===== src/rtl/dcc_defines.vh =====
// Constants for the DAC channel calibration register bank
// How it works
// - Dual supply: offset codes power up trimmed
// - Separate trims per group and gain
// - Single supply: offset writes dropped, reads zero
// - Gain change reloads that group's trim
// - Doze bit D15 set sleeps serial port
// - Reset or low resume clears doze
// - Sleep routes serial input straight out
// - Broadcast at 07h loads all channels
// - Broadcast ignored while correction enabled
// - Broadcast reads back as zero
// - Correction on: input register, else data
// - Output changes only on latch transfer
// - Input data registers reset to zero
// - Code in D15:D2, D1:D0 ignored
// - Zero trim signed, resets zero
// - Gain code 0.5 to 1.5 straight binary
// - Gain trims reset to unity 2000h
`ifndef DCC_DEFINES_VH
`define DCC_DEFINES_VH
`define DCC_FRAME_BITS 5'h18
`define DCC_RD_BIT 23
`define DCC_ADDR_HI 20
`define DCC_ADDR_LO 16
`define DCC_ADDR_OFS_A 5'h04
`define DCC_ADDR_OFS_B 5'h05
`define DCC_ADDR_DOZE 5'h06
`define DCC_ADDR_BCAST 5'h07
`define DCC_ADDR_GRP_INPUT 2'h1
`define DCC_ADDR_GRP_ZERO 2'h2
`define DCC_ADDR_GRP_GAIN 2'h3
`define DCC_DOZE_BIT 15
`define DCC_FIELD_HI 15
`define DCC_FIELD_LO 2
`define DCC_RST_INPUT 14'h0000
`define DCC_RST_ZERO 14'h0000
`define DCC_RST_GAIN 14'h2000
`define DCC_RST_OFS 14'h0000
`define DCC_TRIM_G6 14'h2666
`define DCC_TRIM_G4 14'h2aab
`define DCC_GAIN_HALF 15'h2000
`define DCC_GAIN_SHIFT 14
`define DCC_CODE_MAX 14'h3fff
`endif


===== src/rtl/dcc_regs.v =====
// Calibration and data register bank with serial port and correction engine
`timescale 1ns/1ns
`default_nettype none
`include "dcc_defines.vh"

module dcc_regs #(
  parameter NCH = 8,
  parameter [13:0] TRIM_A_G6 = `DCC_TRIM_G6,
  parameter [13:0] TRIM_A_G4 = `DCC_TRIM_G4,
  parameter [13:0] TRIM_B_G6 = `DCC_TRIM_G6,
  parameter [13:0] TRIM_B_G4 = `DCC_TRIM_G4
) (
  input wire clock,
  input wire nrst,
  input wire sclk,
  input wire cs_n,
  input wire sdi,
  output reg sdo,
  output reg sdo_oe,
  input wire resume_pin_n,
  input wire latch_load_n,
  input wire correction_engine_enable,
  input wire gain_sel_a,
  input wire gain_sel_b,
  input wire dual_supply,
  output reg doze_active,
  output reg [13:0] offset_a_code,
  output reg [13:0] offset_b_code,
  output reg [14*NCH-1:0] dac_latch_codes
);

////////////////////////////////////////////////////////////////////////
// Pin synchronisers

reg [1:0] sclk_sync_reg;
reg [1:0] cs_sync_reg;
reg [1:0] sdi_sync_reg;
reg [1:0] resume_sync_reg;
reg [1:0] load_sync_reg;
reg sclk_prev_reg;
reg cs_prev_reg;
reg load_prev_reg;

always @(posedge clock or negedge nrst)
begin
  if (!nrst)
  begin
    // Serial clock idles high; a low reset value would fake a rising edge
    sclk_sync_reg <= 2'h3;
    cs_sync_reg <= 2'h3;
    sdi_sync_reg <= 2'h0;
    resume_sync_reg <= 2'h3;
    load_sync_reg <= 2'h3;
    sclk_prev_reg <= 1'b1;
    cs_prev_reg <= 1'b1;
    load_prev_reg <= 1'b1;
  end
  else
  begin
    sclk_sync_reg <= {sclk_sync_reg[0], sclk};
    cs_sync_reg <= {cs_sync_reg[0], cs_n};
    sdi_sync_reg <= {sdi_sync_reg[0], sdi};
    resume_sync_reg <= {resume_sync_reg[0], resume_pin_n};
    load_sync_reg <= {load_sync_reg[0], latch_load_n};
    sclk_prev_reg <= sclk_sync_reg[1];
    cs_prev_reg <= cs_sync_reg[1];
    load_prev_reg <= load_sync_reg[1];
  end
end

wire sclk_rise = sclk_sync_reg[1] & ~sclk_prev_reg;
wire sclk_fall = ~sclk_sync_reg[1] & sclk_prev_reg;
wire cs_low = ~cs_sync_reg[1];
wire cs_fall = ~cs_sync_reg[1] & cs_prev_reg;
wire cs_rise = cs_sync_reg[1] & ~cs_prev_reg;
wire load_fall = ~load_sync_reg[1] & load_prev_reg;
wire resume_low = ~resume_sync_reg[1];

////////////////////////////////////////////////////////////////////////
// Serial frame

reg [23:0] in_sr_reg;
reg [23:0] out_sr_reg;
reg [4:0] bit_cnt_reg;
reg [15:0] rd_hold_reg;
reg [15:0] rdata;

wire frame_done = cs_rise & (bit_cnt_reg == `DCC_FRAME_BITS) & ~doze_active;
wire [4:0] addr = in_sr_reg[`DCC_ADDR_HI:`DCC_ADDR_LO];
wire is_read = in_sr_reg[`DCC_RD_BIT];
wire wr_en = frame_done & ~is_read;
wire [13:0] wfield = in_sr_reg[`DCC_FIELD_HI:`DCC_FIELD_LO];

always @(posedge clock or negedge nrst)
begin
  if (!nrst)
  begin
    in_sr_reg <= 24'h000000;
    out_sr_reg <= 24'h000000;
    bit_cnt_reg <= 5'h00;
    rd_hold_reg <= 16'h0000;
    sdo <= 1'b0;
    sdo_oe <= 1'b0;
  end
  else
  begin
    sdo_oe <= cs_low | doze_active;
    if (doze_active)
    begin
      // Shift register stays frozen so the chain passes through
      sdo <= sdi_sync_reg[1];
    end
    else
    begin
      if (cs_fall)
      begin
        bit_cnt_reg <= 5'h00;
        out_sr_reg <= {8'h00, rd_hold_reg};
        sdo <= 1'b0;
      end
      else if (cs_low & sclk_rise)
      begin
        in_sr_reg <= {in_sr_reg[22:0], sdi_sync_reg[1]};
        if (bit_cnt_reg != 5'h1f)
          bit_cnt_reg <= bit_cnt_reg + 5'h01;
      end
      else if (cs_low & sclk_fall)
      begin
        sdo <= out_sr_reg[23];
        out_sr_reg <= {out_sr_reg[22:0], 1'b0};
      end
      if (frame_done & is_read)
        rd_hold_reg <= rdata;
    end
  end
end

////////////////////////////////////////////////////////////////////////
// Doze control

always @(posedge clock or negedge nrst)
begin
  if (!nrst)
    doze_active <= 1'b0;
  else if (resume_low)
    doze_active <= 1'b0;
  else if (wr_en & (addr == `DCC_ADDR_DOZE))
    doze_active <= in_sr_reg[`DCC_DOZE_BIT];
end

////////////////////////////////////////////////////////////////////////
// Offset codes

reg init_done_reg;
reg gain_a_prev_reg;
reg gain_b_prev_reg;
wire [13:0] trim_a = gain_sel_a ? TRIM_A_G4 : TRIM_A_G6;
wire [13:0] trim_b = gain_sel_b ? TRIM_B_G4 : TRIM_B_G6;

// Trims are loaded after reset release since reset takes only constants
always @(posedge clock or negedge nrst)
begin
  if (!nrst)
  begin
    init_done_reg <= 1'b0;
    gain_a_prev_reg <= 1'b0;
    gain_b_prev_reg <= 1'b0;
    offset_a_code <= `DCC_RST_OFS;
    offset_b_code <= `DCC_RST_OFS;
  end
  else
  begin
    init_done_reg <= 1'b1;
    gain_a_prev_reg <= gain_sel_a;
    gain_b_prev_reg <= gain_sel_b;
    if (!dual_supply)
    begin
      offset_a_code <= `DCC_RST_OFS;
      offset_b_code <= `DCC_RST_OFS;
    end
    else
    begin
      if (!init_done_reg | (gain_sel_a != gain_a_prev_reg))
        offset_a_code <= trim_a;
      else if (wr_en & (addr == `DCC_ADDR_OFS_A))
        offset_a_code <= wfield;
      if (!init_done_reg | (gain_sel_b != gain_b_prev_reg))
        offset_b_code <= trim_b;
      else if (wr_en & (addr == `DCC_ADDR_OFS_B))
        offset_b_code <= wfield;
    end
  end
end

////////////////////////////////////////////////////////////////////////
// Channel registers and correction engine

reg [13:0] in_code [0:NCH-1];
reg [13:0] data_code [0:NCH-1];
reg [13:0] zero_trim [0:NCH-1];
reg [13:0] gain_trim [0:NCH-1];

wire [14*NCH-1:0] eng_bus;
integer i;
integer j;

wire bcast_wr = wr_en & (addr == `DCC_ADDR_BCAST) & ~correction_engine_enable;
wire wr_in = wr_en & (addr[4:3] == `DCC_ADDR_GRP_INPUT);
wire wr_zero = wr_en & (addr[4:3] == `DCC_ADDR_GRP_ZERO);
wire wr_gain = wr_en & (addr[4:3] == `DCC_ADDR_GRP_GAIN);

genvar ch;
generate
  for (ch = 0; ch < NCH; ch = ch + 1)
  begin : g_ch
    // Coefficient is (gain + 2000h) / 4000h, 0.5 to just under 1.5
    wire [14:0] coef = {1'b0, gain_trim[ch]} + `DCC_GAIN_HALF;
    wire [28:0] prod = in_code[ch] * coef;
    wire [14:0] scaled = prod[28:`DCC_GAIN_SHIFT];
    wire signed [16:0] sum = $signed({2'b00, scaled}) +
      $signed({{3{zero_trim[ch][13]}}, zero_trim[ch]});
    // Headroom of 17 bits keeps the sign bit honest, no wrap
    assign eng_bus[14*ch +: 14] = sum[16] ? 14'h0000 :
      ((sum[15:14] != 2'b00) ? `DCC_CODE_MAX : sum[13:0]);
  end
endgenerate

// One process owns all channel registers, so each has a single driver
always @(posedge clock or negedge nrst)
begin
  if (!nrst)
  begin
    for (i = 0; i < NCH; i = i + 1)
    begin
      in_code[i] <= `DCC_RST_INPUT;
      data_code[i] <= `DCC_RST_INPUT;
      zero_trim[i] <= `DCC_RST_ZERO;
      gain_trim[i] <= `DCC_RST_GAIN;
    end
  end
  else
  begin
    for (i = 0; i < NCH; i = i + 1)
    begin
      if (wr_in & (addr[2:0] == i[2:0]) & correction_engine_enable)
        in_code[i] <= wfield;
      // Engine rewrites the data register each clock, one cycle behind
      if (correction_engine_enable)
        data_code[i] <= eng_bus[14*i +: 14];
      else if (bcast_wr)
        data_code[i] <= wfield;
      else if (wr_in & (addr[2:0] == i[2:0]))
        data_code[i] <= wfield;
      if (wr_zero & (addr[2:0] == i[2:0]))
        zero_trim[i] <= wfield;
      if (wr_gain & (addr[2:0] == i[2:0]))
        gain_trim[i] <= wfield;
    end
  end
end

////////////////////////////////////////////////////////////////////////
// DAC latches

// Outputs move only on the load strobe, never on a register write
always @(posedge clock or negedge nrst)
begin
  if (!nrst)
    dac_latch_codes <= {NCH{`DCC_RST_INPUT}};
  else if (load_fall)
  begin
    for (j = 0; j < NCH; j = j + 1)
      dac_latch_codes[14*j +: 14] <= data_code[j];
  end
end

////////////////////////////////////////////////////////////////////////
// Read data

always @*
begin
  rdata = 16'h0000;
  case (addr[4:3])
    2'h0:
    begin
      if ((addr == `DCC_ADDR_OFS_A) & dual_supply)
        rdata = {offset_a_code, 2'b00};
      else if ((addr == `DCC_ADDR_OFS_B) & dual_supply)
        rdata = {offset_b_code, 2'b00};
      else if (addr == `DCC_ADDR_DOZE)
        rdata = {doze_active, 15'h0000};
      else
        rdata = 16'h0000;
    end
    `DCC_ADDR_GRP_INPUT:
      rdata = correction_engine_enable ? {in_code[addr[2:0]], 2'b00} :
        {data_code[addr[2:0]], 2'b00};
    `DCC_ADDR_GRP_ZERO:
      rdata = {zero_trim[addr[2:0]], 2'b00};
    `DCC_ADDR_GRP_GAIN:
      rdata = {gain_trim[addr[2:0]], 2'b00};
    default:
      rdata = 16'h0000;
  endcase
end

endmodule
`default_nettype wire


===== config.mk =====
export PLATFORM = sky130hd
export DESIGN_NAME = dcc_regs
export DESIGN_NICKNAME = d
export VERILOG_FILES = /design/src/rtl/dcc_regs.v
export VERILOG_INCLUDE_DIRS = /design/src /design/src/rtl
export SDC_FILE = /design/constraint.sdc
export NUM_CORES = 2
export LEC_CHECK = 0
export BUFFER_PORTS_ARGS = -buffer_cell sky130_fd_sc_hd__buf_4
export CORE_MARGIN = 1.5
export CORE_UTILIZATION = 50
export DETAILED_ROUTE_END_ITERATION = 10
export GPL_TIMING_DRIVEN = 1
export PLACE_DENSITY = 0.67
export SYNTH_ARGS = -nofsm -noshare
export SYNTH_HDL_FRONTEND = slang
export SYNTH_SLANG_ARGS = --single-unit

===== constraint.sdc =====
create_clock -name clock -period 8.8 [get_ports clock]
set_input_delay 1.76 -clock clock [delete_from_list [all_inputs] [get_ports clock]]
set_output_delay 1.76 -clock clock [all_outputs]
set_load 0.1 [all_outputs]

Yosys cells after proc, flatten, opt, wreduce, memory -nomap -nowiden --
Cells that the tools add are included.
Storage, ports and cells: register bits 676, bits in latches 0, memory bits (writable) 0, memory bits (read-only) 0, bits of input ports 11, output and inout port bits 143, word-level logic and storage cells 272, memories kept 0
Operators by class: add/subtract/negate cells 17, $mul 8, div/mod/pow operators 0, magnitude comparators 1, eq/ne operators 23, shift operators 0, mux-type cells 76, bitwise logic cells 66, reductions and logical operators 28
Operators by type and width (number):
- 14-bit two-way mux | 54
- 14-bit by 15-bit multiplier with 29-bit output | 8
- 14-bit binary-select mux with 3-bit select | 4
- 16-bit by 14-bit adder with 17-bit output | 8
- 14-bit by 14-bit adder with 15-bit output, second input constant | 8
- 24-bit two-way mux | 3
- 16-bit case mux with 4 select lines | 1
- 1-bit AND | 53
- 16-bit two-way mux | 3
- 3-bit nonzero test | 9
- 12-bit two-way mux | 2
- 2-bit nonzero test | 11
- 5-bit by 3-bit == test with 1-bit output, second input constant | 4
- 5-bit two-way mux | 3
- 3-bit == test, second input constant | 4
- 1-bit NOT | 9
- 3-bit AND reduction | 3
- 3-bit by 2-bit == test with 1-bit output, second input constant | 2
- 1-bit two-way mux | 6
- 3-bit by 1-bit != test with 1-bit output, second input constant | 2
- 5-bit by 1-bit adder with 5-bit output, second input constant | 1
- 5-bit == test, second input constant | 1
- 5-bit != test, second input constant | 1
- 2-bit == test, second input constant | 2
- other kinds (13) | 17

Logic depth before layout (Yosys ltp) --
word-level depth 10, gate-level depth with buffers 37

Worst setup path after synthesis --
Ideal clock, no wire load.
path type register -> register, from register in_code[47] in the netlist's numbering, to register data_code[50] in the netlist's numbering, setup time 0.138 ns, arrival 8.118 ns, data required time 8.662 ns, setup slack 0.545 ns, cell stages (with the launch flop) 35, path buffers 2, clock period less this slack 8.255 ns, path through dfrtp_1 -> clkbuf_1 -> nand2_1 -> fa_1 -> fa_1 -> inv_1 -> fa_1 -> fa_1 -> fa_1 -> inv_1 -> fa_1 -> inv_1 -> ha_1 -> a21oi_1 -> o21ai_0 -> or4_1 -> a21oi_1 -> nand2_1 -> a21o_1 -> a21o_1 -> a21oi_1 -> o21bai_1 -> xor2_1 -> ha_1 -> a21o_1 -> a21o_1 -> a21oi_1 -> o21ai_1 -> a211oi_2 -> inv_2 -> a2111oi_0 -> a311o_1 -> o211a_2 -> buf_2 -> a31oi_1
On the way: longest elaborated chain between the ends 6
RTL lines:
- start: declaration | line dcc_regs.v:198 | reg [13:0] in_code [0:NCH-1];
- start signal: indexed assignment | line dcc_regs.v:235 | in_code[i] <= `DCC_RST_INPUT;
- start signal: indexed assignment | line dcc_regs.v:246 | in_code[i] <= wfield;
- 14-bit by 15-bit multiplier with 29-bit output * | line dcc_regs.v:218 | wire [28:0] prod = in_code[ch] * coef;
- 16-bit by 14-bit adder with 17-bit output * | line dcc_regs.v:220 | wire signed [16:0] sum = $signed({2'b00, scaled}) +
- 2-bit nonzero test | line dcc_regs.v:224 | ((sum[15:14] != 2'b00) ? `DCC_CODE_MAX : sum[13:0]);
- 14-bit two-way mux | line dcc_regs.v:224
- 14-bit two-way mux * | line dcc_regs.v:223 | assign eng_bus[14*ch +: 14] = sum[16] ? 14'h0000 :
- 14-bit two-way mux * | line dcc_regs.v:248 | if (correction_engine_enable)
- end signal: indexed assignment | line dcc_regs.v:249 | data_code[i] <= eng_bus[14*i +: 14];
- end signal: indexed assignment | line dcc_regs.v:251 | data_code[i] <= wfield;
- end signal: indexed assignment | line dcc_regs.v:253 | data_code[i] <= wfield;
- end: declaration | line dcc_regs.v:199 | reg [13:0] data_code [0:NCH-1];
Every way passes the cells marked *; elsewhere a longest branch is shown, timed or not. A chain may end at the register's enable or synchronous reset.

Worst setup path in the final report --
from register in_code[30] in the netlist's numbering, to register data_code[40] in the netlist's numbering
The elaborated chain is that of the path after synthesis.

==> impl_metrics.csv <==
group,metric,value,unit
floorplan,rows,152,
worst_setup_path,cp.required,9.45,ns
floorplan,num_io_pins,154,
power,fin_total_pwr,8.39,mW
sta,fin_crit,8.51,ns
power,ir_worst_vdd,0.174,mV
worst_setup_path,path_max_fanout,14,
sta,finalCritPeriodShare,96.7,%
global_routing,grt_max_degree,165,
worst_setup_path,r2r_start,"in_code[30]",
worst_setup_path,end_kind,"flop",
global_routing,grtUsageTotal,32.3,%
sta,max_slew_margin,12.6,%
worst_setup_path,rrSetupSlack,0.29,ns
power,power_switching,2.81,mW
floorplan,die_h,419,um
power,seqPwrFrac,40.7,%
hold_path,hold_path.class,"flop to flop",
clocking,cts.sinks,672,
placement,post-place-ws,-0.0587,ns
sta,fmax,117,MHz
yosys,netlist_top_cells_area,"fa_1, dfrtp_1, ha_1",
global_routing,antenna_found_initial,30,
global_routing,grt_pass1_vias,67660,
clocking,h-tree-depth,3,
floorplan,initial_core_util,50.4,%
flow_run,drv_cap,0,
floorplan,core-area,172000,um^2
sta,finalSetupViolations,0,
route,drtAntennaViolNets,0,
route,drtIter0Drc,5875,
placement,gp_congestion,0.993,
clocking,cts_root_buf,"clkbuf_16",
global_routing,grt_overflow,0,
worst_setup_path,setup.worst_path.start,"in_code[30]",
placement,portBuffers,153,
yosys,yosysSeqAreaShare,19.4,%
sta,slew_viol_final,0,
power,swShare,33.5,%
sta,finalWorstSetupSlack,0.287,ns
worst_setup_path,reg2reg_depth,34,
yosys,syn_inst,8641,
status,outcome,"finished clean",
route,firstDrtPassIters,8,
final_layout,syn_to_final_growth,9.97,%
sta,hold_ws,0.357,ns
clocking,clockBufferDepth,3,
sta,hold_violations,0,
route,viasPerCell,5.81,
route,routed_wirelength,280000,um
route,drc,0,
final_layout,drive_above_1_share,16.5,%
worst_setup_path,crit_arrival,9.16,ns
yosys,synth_top_area_share,28.3,%
placement,detailed_place_hpwl,217000,um
hold_path,min_to,"cs_sync_reg[1]",
yosys,ys.flop_type,"dfrtp_1",
yosys,synth-edff-count,0,
worst_setup_path,rr_endpoint,"data_code[40]",
clocking,clk_pin_slew,0.07,ns
sta,finClkSkew,0.0848,ns
sta,tightestPinTransition,1.31,ns
yosys,avgSynthCellArea,10.0,um^2
worst_setup_path,crit_type,"flop to flop",
yosys,async_flop_share,100,%
yosys,yosysWarningCount,0,
floorplan,dieArea,176000,um^2
floorplan,chipWidth,419,um
yosys,synth.distinct_cells,92,
yosys,yosysTopAreaCell,"fa_1",
hold_path,hold_depth,0,
clocking,insertion_delay,0.78,ns
worst_setup_path,critical_path.slowest_cell,"fa_1",
worst_setup_path,crit_path_start_kind,"flop",
clocking,numCtsBuffers,81,
yosys,yosys_register_bits,672,
yosys,synth.cell_area,86700,um^2
power,power.leakage,50.0,nW
route,routedWlPerCell,25.0,um
route,vias,65266,
power,combinationalPowerShare,16.0,%
worst_setup_path,crit_top_cell,"fa_1",
worst_setup_path,max_stage_delay,0.53,ns
global_routing,grt_first_pass_wirelength,424000,um
clocking,cts_tree,"yes",
hold_path,min-delay-start,"cs_sync_reg[0]",
final_layout,final_nets,10908,
power,power_density,88.0,nW/um^2
power,p_int,5.58,mW
power,clkPwrFrac,43.3,%
[metrics by stage]
stage | TNS [ns] | area [um^2] | util (%) | cells
2_1_floorplan | 0 | 86800 | - | 8664
3_3_place_gp | 0 | 91900 | 53.5 | 11047
3_5_place_dp | -0.495 | 91900 | 53.5 | 11047
4_1_cts | 0 | 94800 | 55.1 | 11197
5_1_grt | -0.268 | 95300 | 55.5 | 11218
6_report | 0 | 95400 | 55.5 | 11230
[repair_timing]
action                                 CTS  global route
hold buffers                             0             0
pin swaps                                0            23
resized for setup                        5           110
setup endpoints to repair               15           112
setup buffers                            0            15
cloned                                   0             3
endpoints found under the hold margin    0             0
[worst max-delay path, delay by kind of cell (launching register included)]
family	cells	cell delay, ns
DFF	1	0.49
AOI/OAI and AO/OA	12	2.07
adders and majority gates	8	3.61
and+or+nand+nor	6	1.20
xor gates and xnor gates	1	0.32
buffers and inverters	7	0.76
[cells in the mapped netlist, types with 40 or more instances]
cell type and count:
nor2b_1 53, o21ai_0 92, xor2_1 94, o211ai_1 40, nand2_1 1101, xnor2_1 142, buf_1 46, a221oi_1 46
ha_1 835, a31oi_1 90, nor2_1 179, inv_1 1446, fa_1 1224, a21oi_1 174, nand2b_1 104, dfrtp_1 653
and2_1 690, a21o_1 89, mux4_2 127, clkbuf_1 349, mux2_2 509
[layout make-up]
class                   instances  area, um^2
clock buffers                 108        2250
multi-input cells            6127       63300
repair buffers                508        3900
well taps                    2310        2890
fillers                     15135       76600
clock inverters                42         597
inverters                    1448        5440
flip-flops and latches        672       16900
diodes                         15        37.5
[how the worst max path moves through the flow]
stage | to | slack, ns | depth (start not counted)
3_3_place_gp | data_code[80] | 0.11 | 33
5_1_grt | data_code[56] | -0.04 | 33
3_5_place_dp | data_code[73] | -0.06 | 33
6_report | data_code[40] | 0.29 | 34
4_1_cts | data_code[37] | 0.02 | 33
2_1_floorplan | data_code[50] | 0.54 | 34
[layer usage]
| metal | routed length [um] | track usage [%] |
|---|---|---|
| met3 | 25300 | 6.85 |
| met5 | 108 | 0 |
| met1 | 106000 | 40.9 |
| met4 | 20100 | 18.1 |
| met2 | 129000 | 51.6 |
[power groups by stage]
stage / Clock (mW) / Sequential [mW] / Combinational (mW)
floorplan: 0 / 3.93 / 0.324
global placement: 0 / 3.46 / 1.31
detailed placement: 0 / 3.46 / 1.33
CTS: 3.67 / 3.41 / 1.33
global route: 3.78 / 3.42 / 1.39
finish: 3.63 / 3.42 / 1.35
[cells by family after synthesis]
logic type	count (synthesis)	share of synthesized area (%)
simple gates	2314	13.0
fa+ha+maj	2059	40.3
buf+inv	1866	8.13
compound gates	827	6.52
flops	672	19.4
mux	665	10.2
xor+xnor	236	2.38
other cells	2	0.00866
[cells in the final DEF (no fill, tap or decap), drive strengths merged, types with 142 or more instances in the layout]
master and count:
inv 1451, and2 690, xnor2 142, ha 835, mux2 509, a21oi 175
buf 508, fa 1224, dfrtp 653, nor2 182, nand2 1101
No activity file was read; power rests on OpenSTA's default activity.
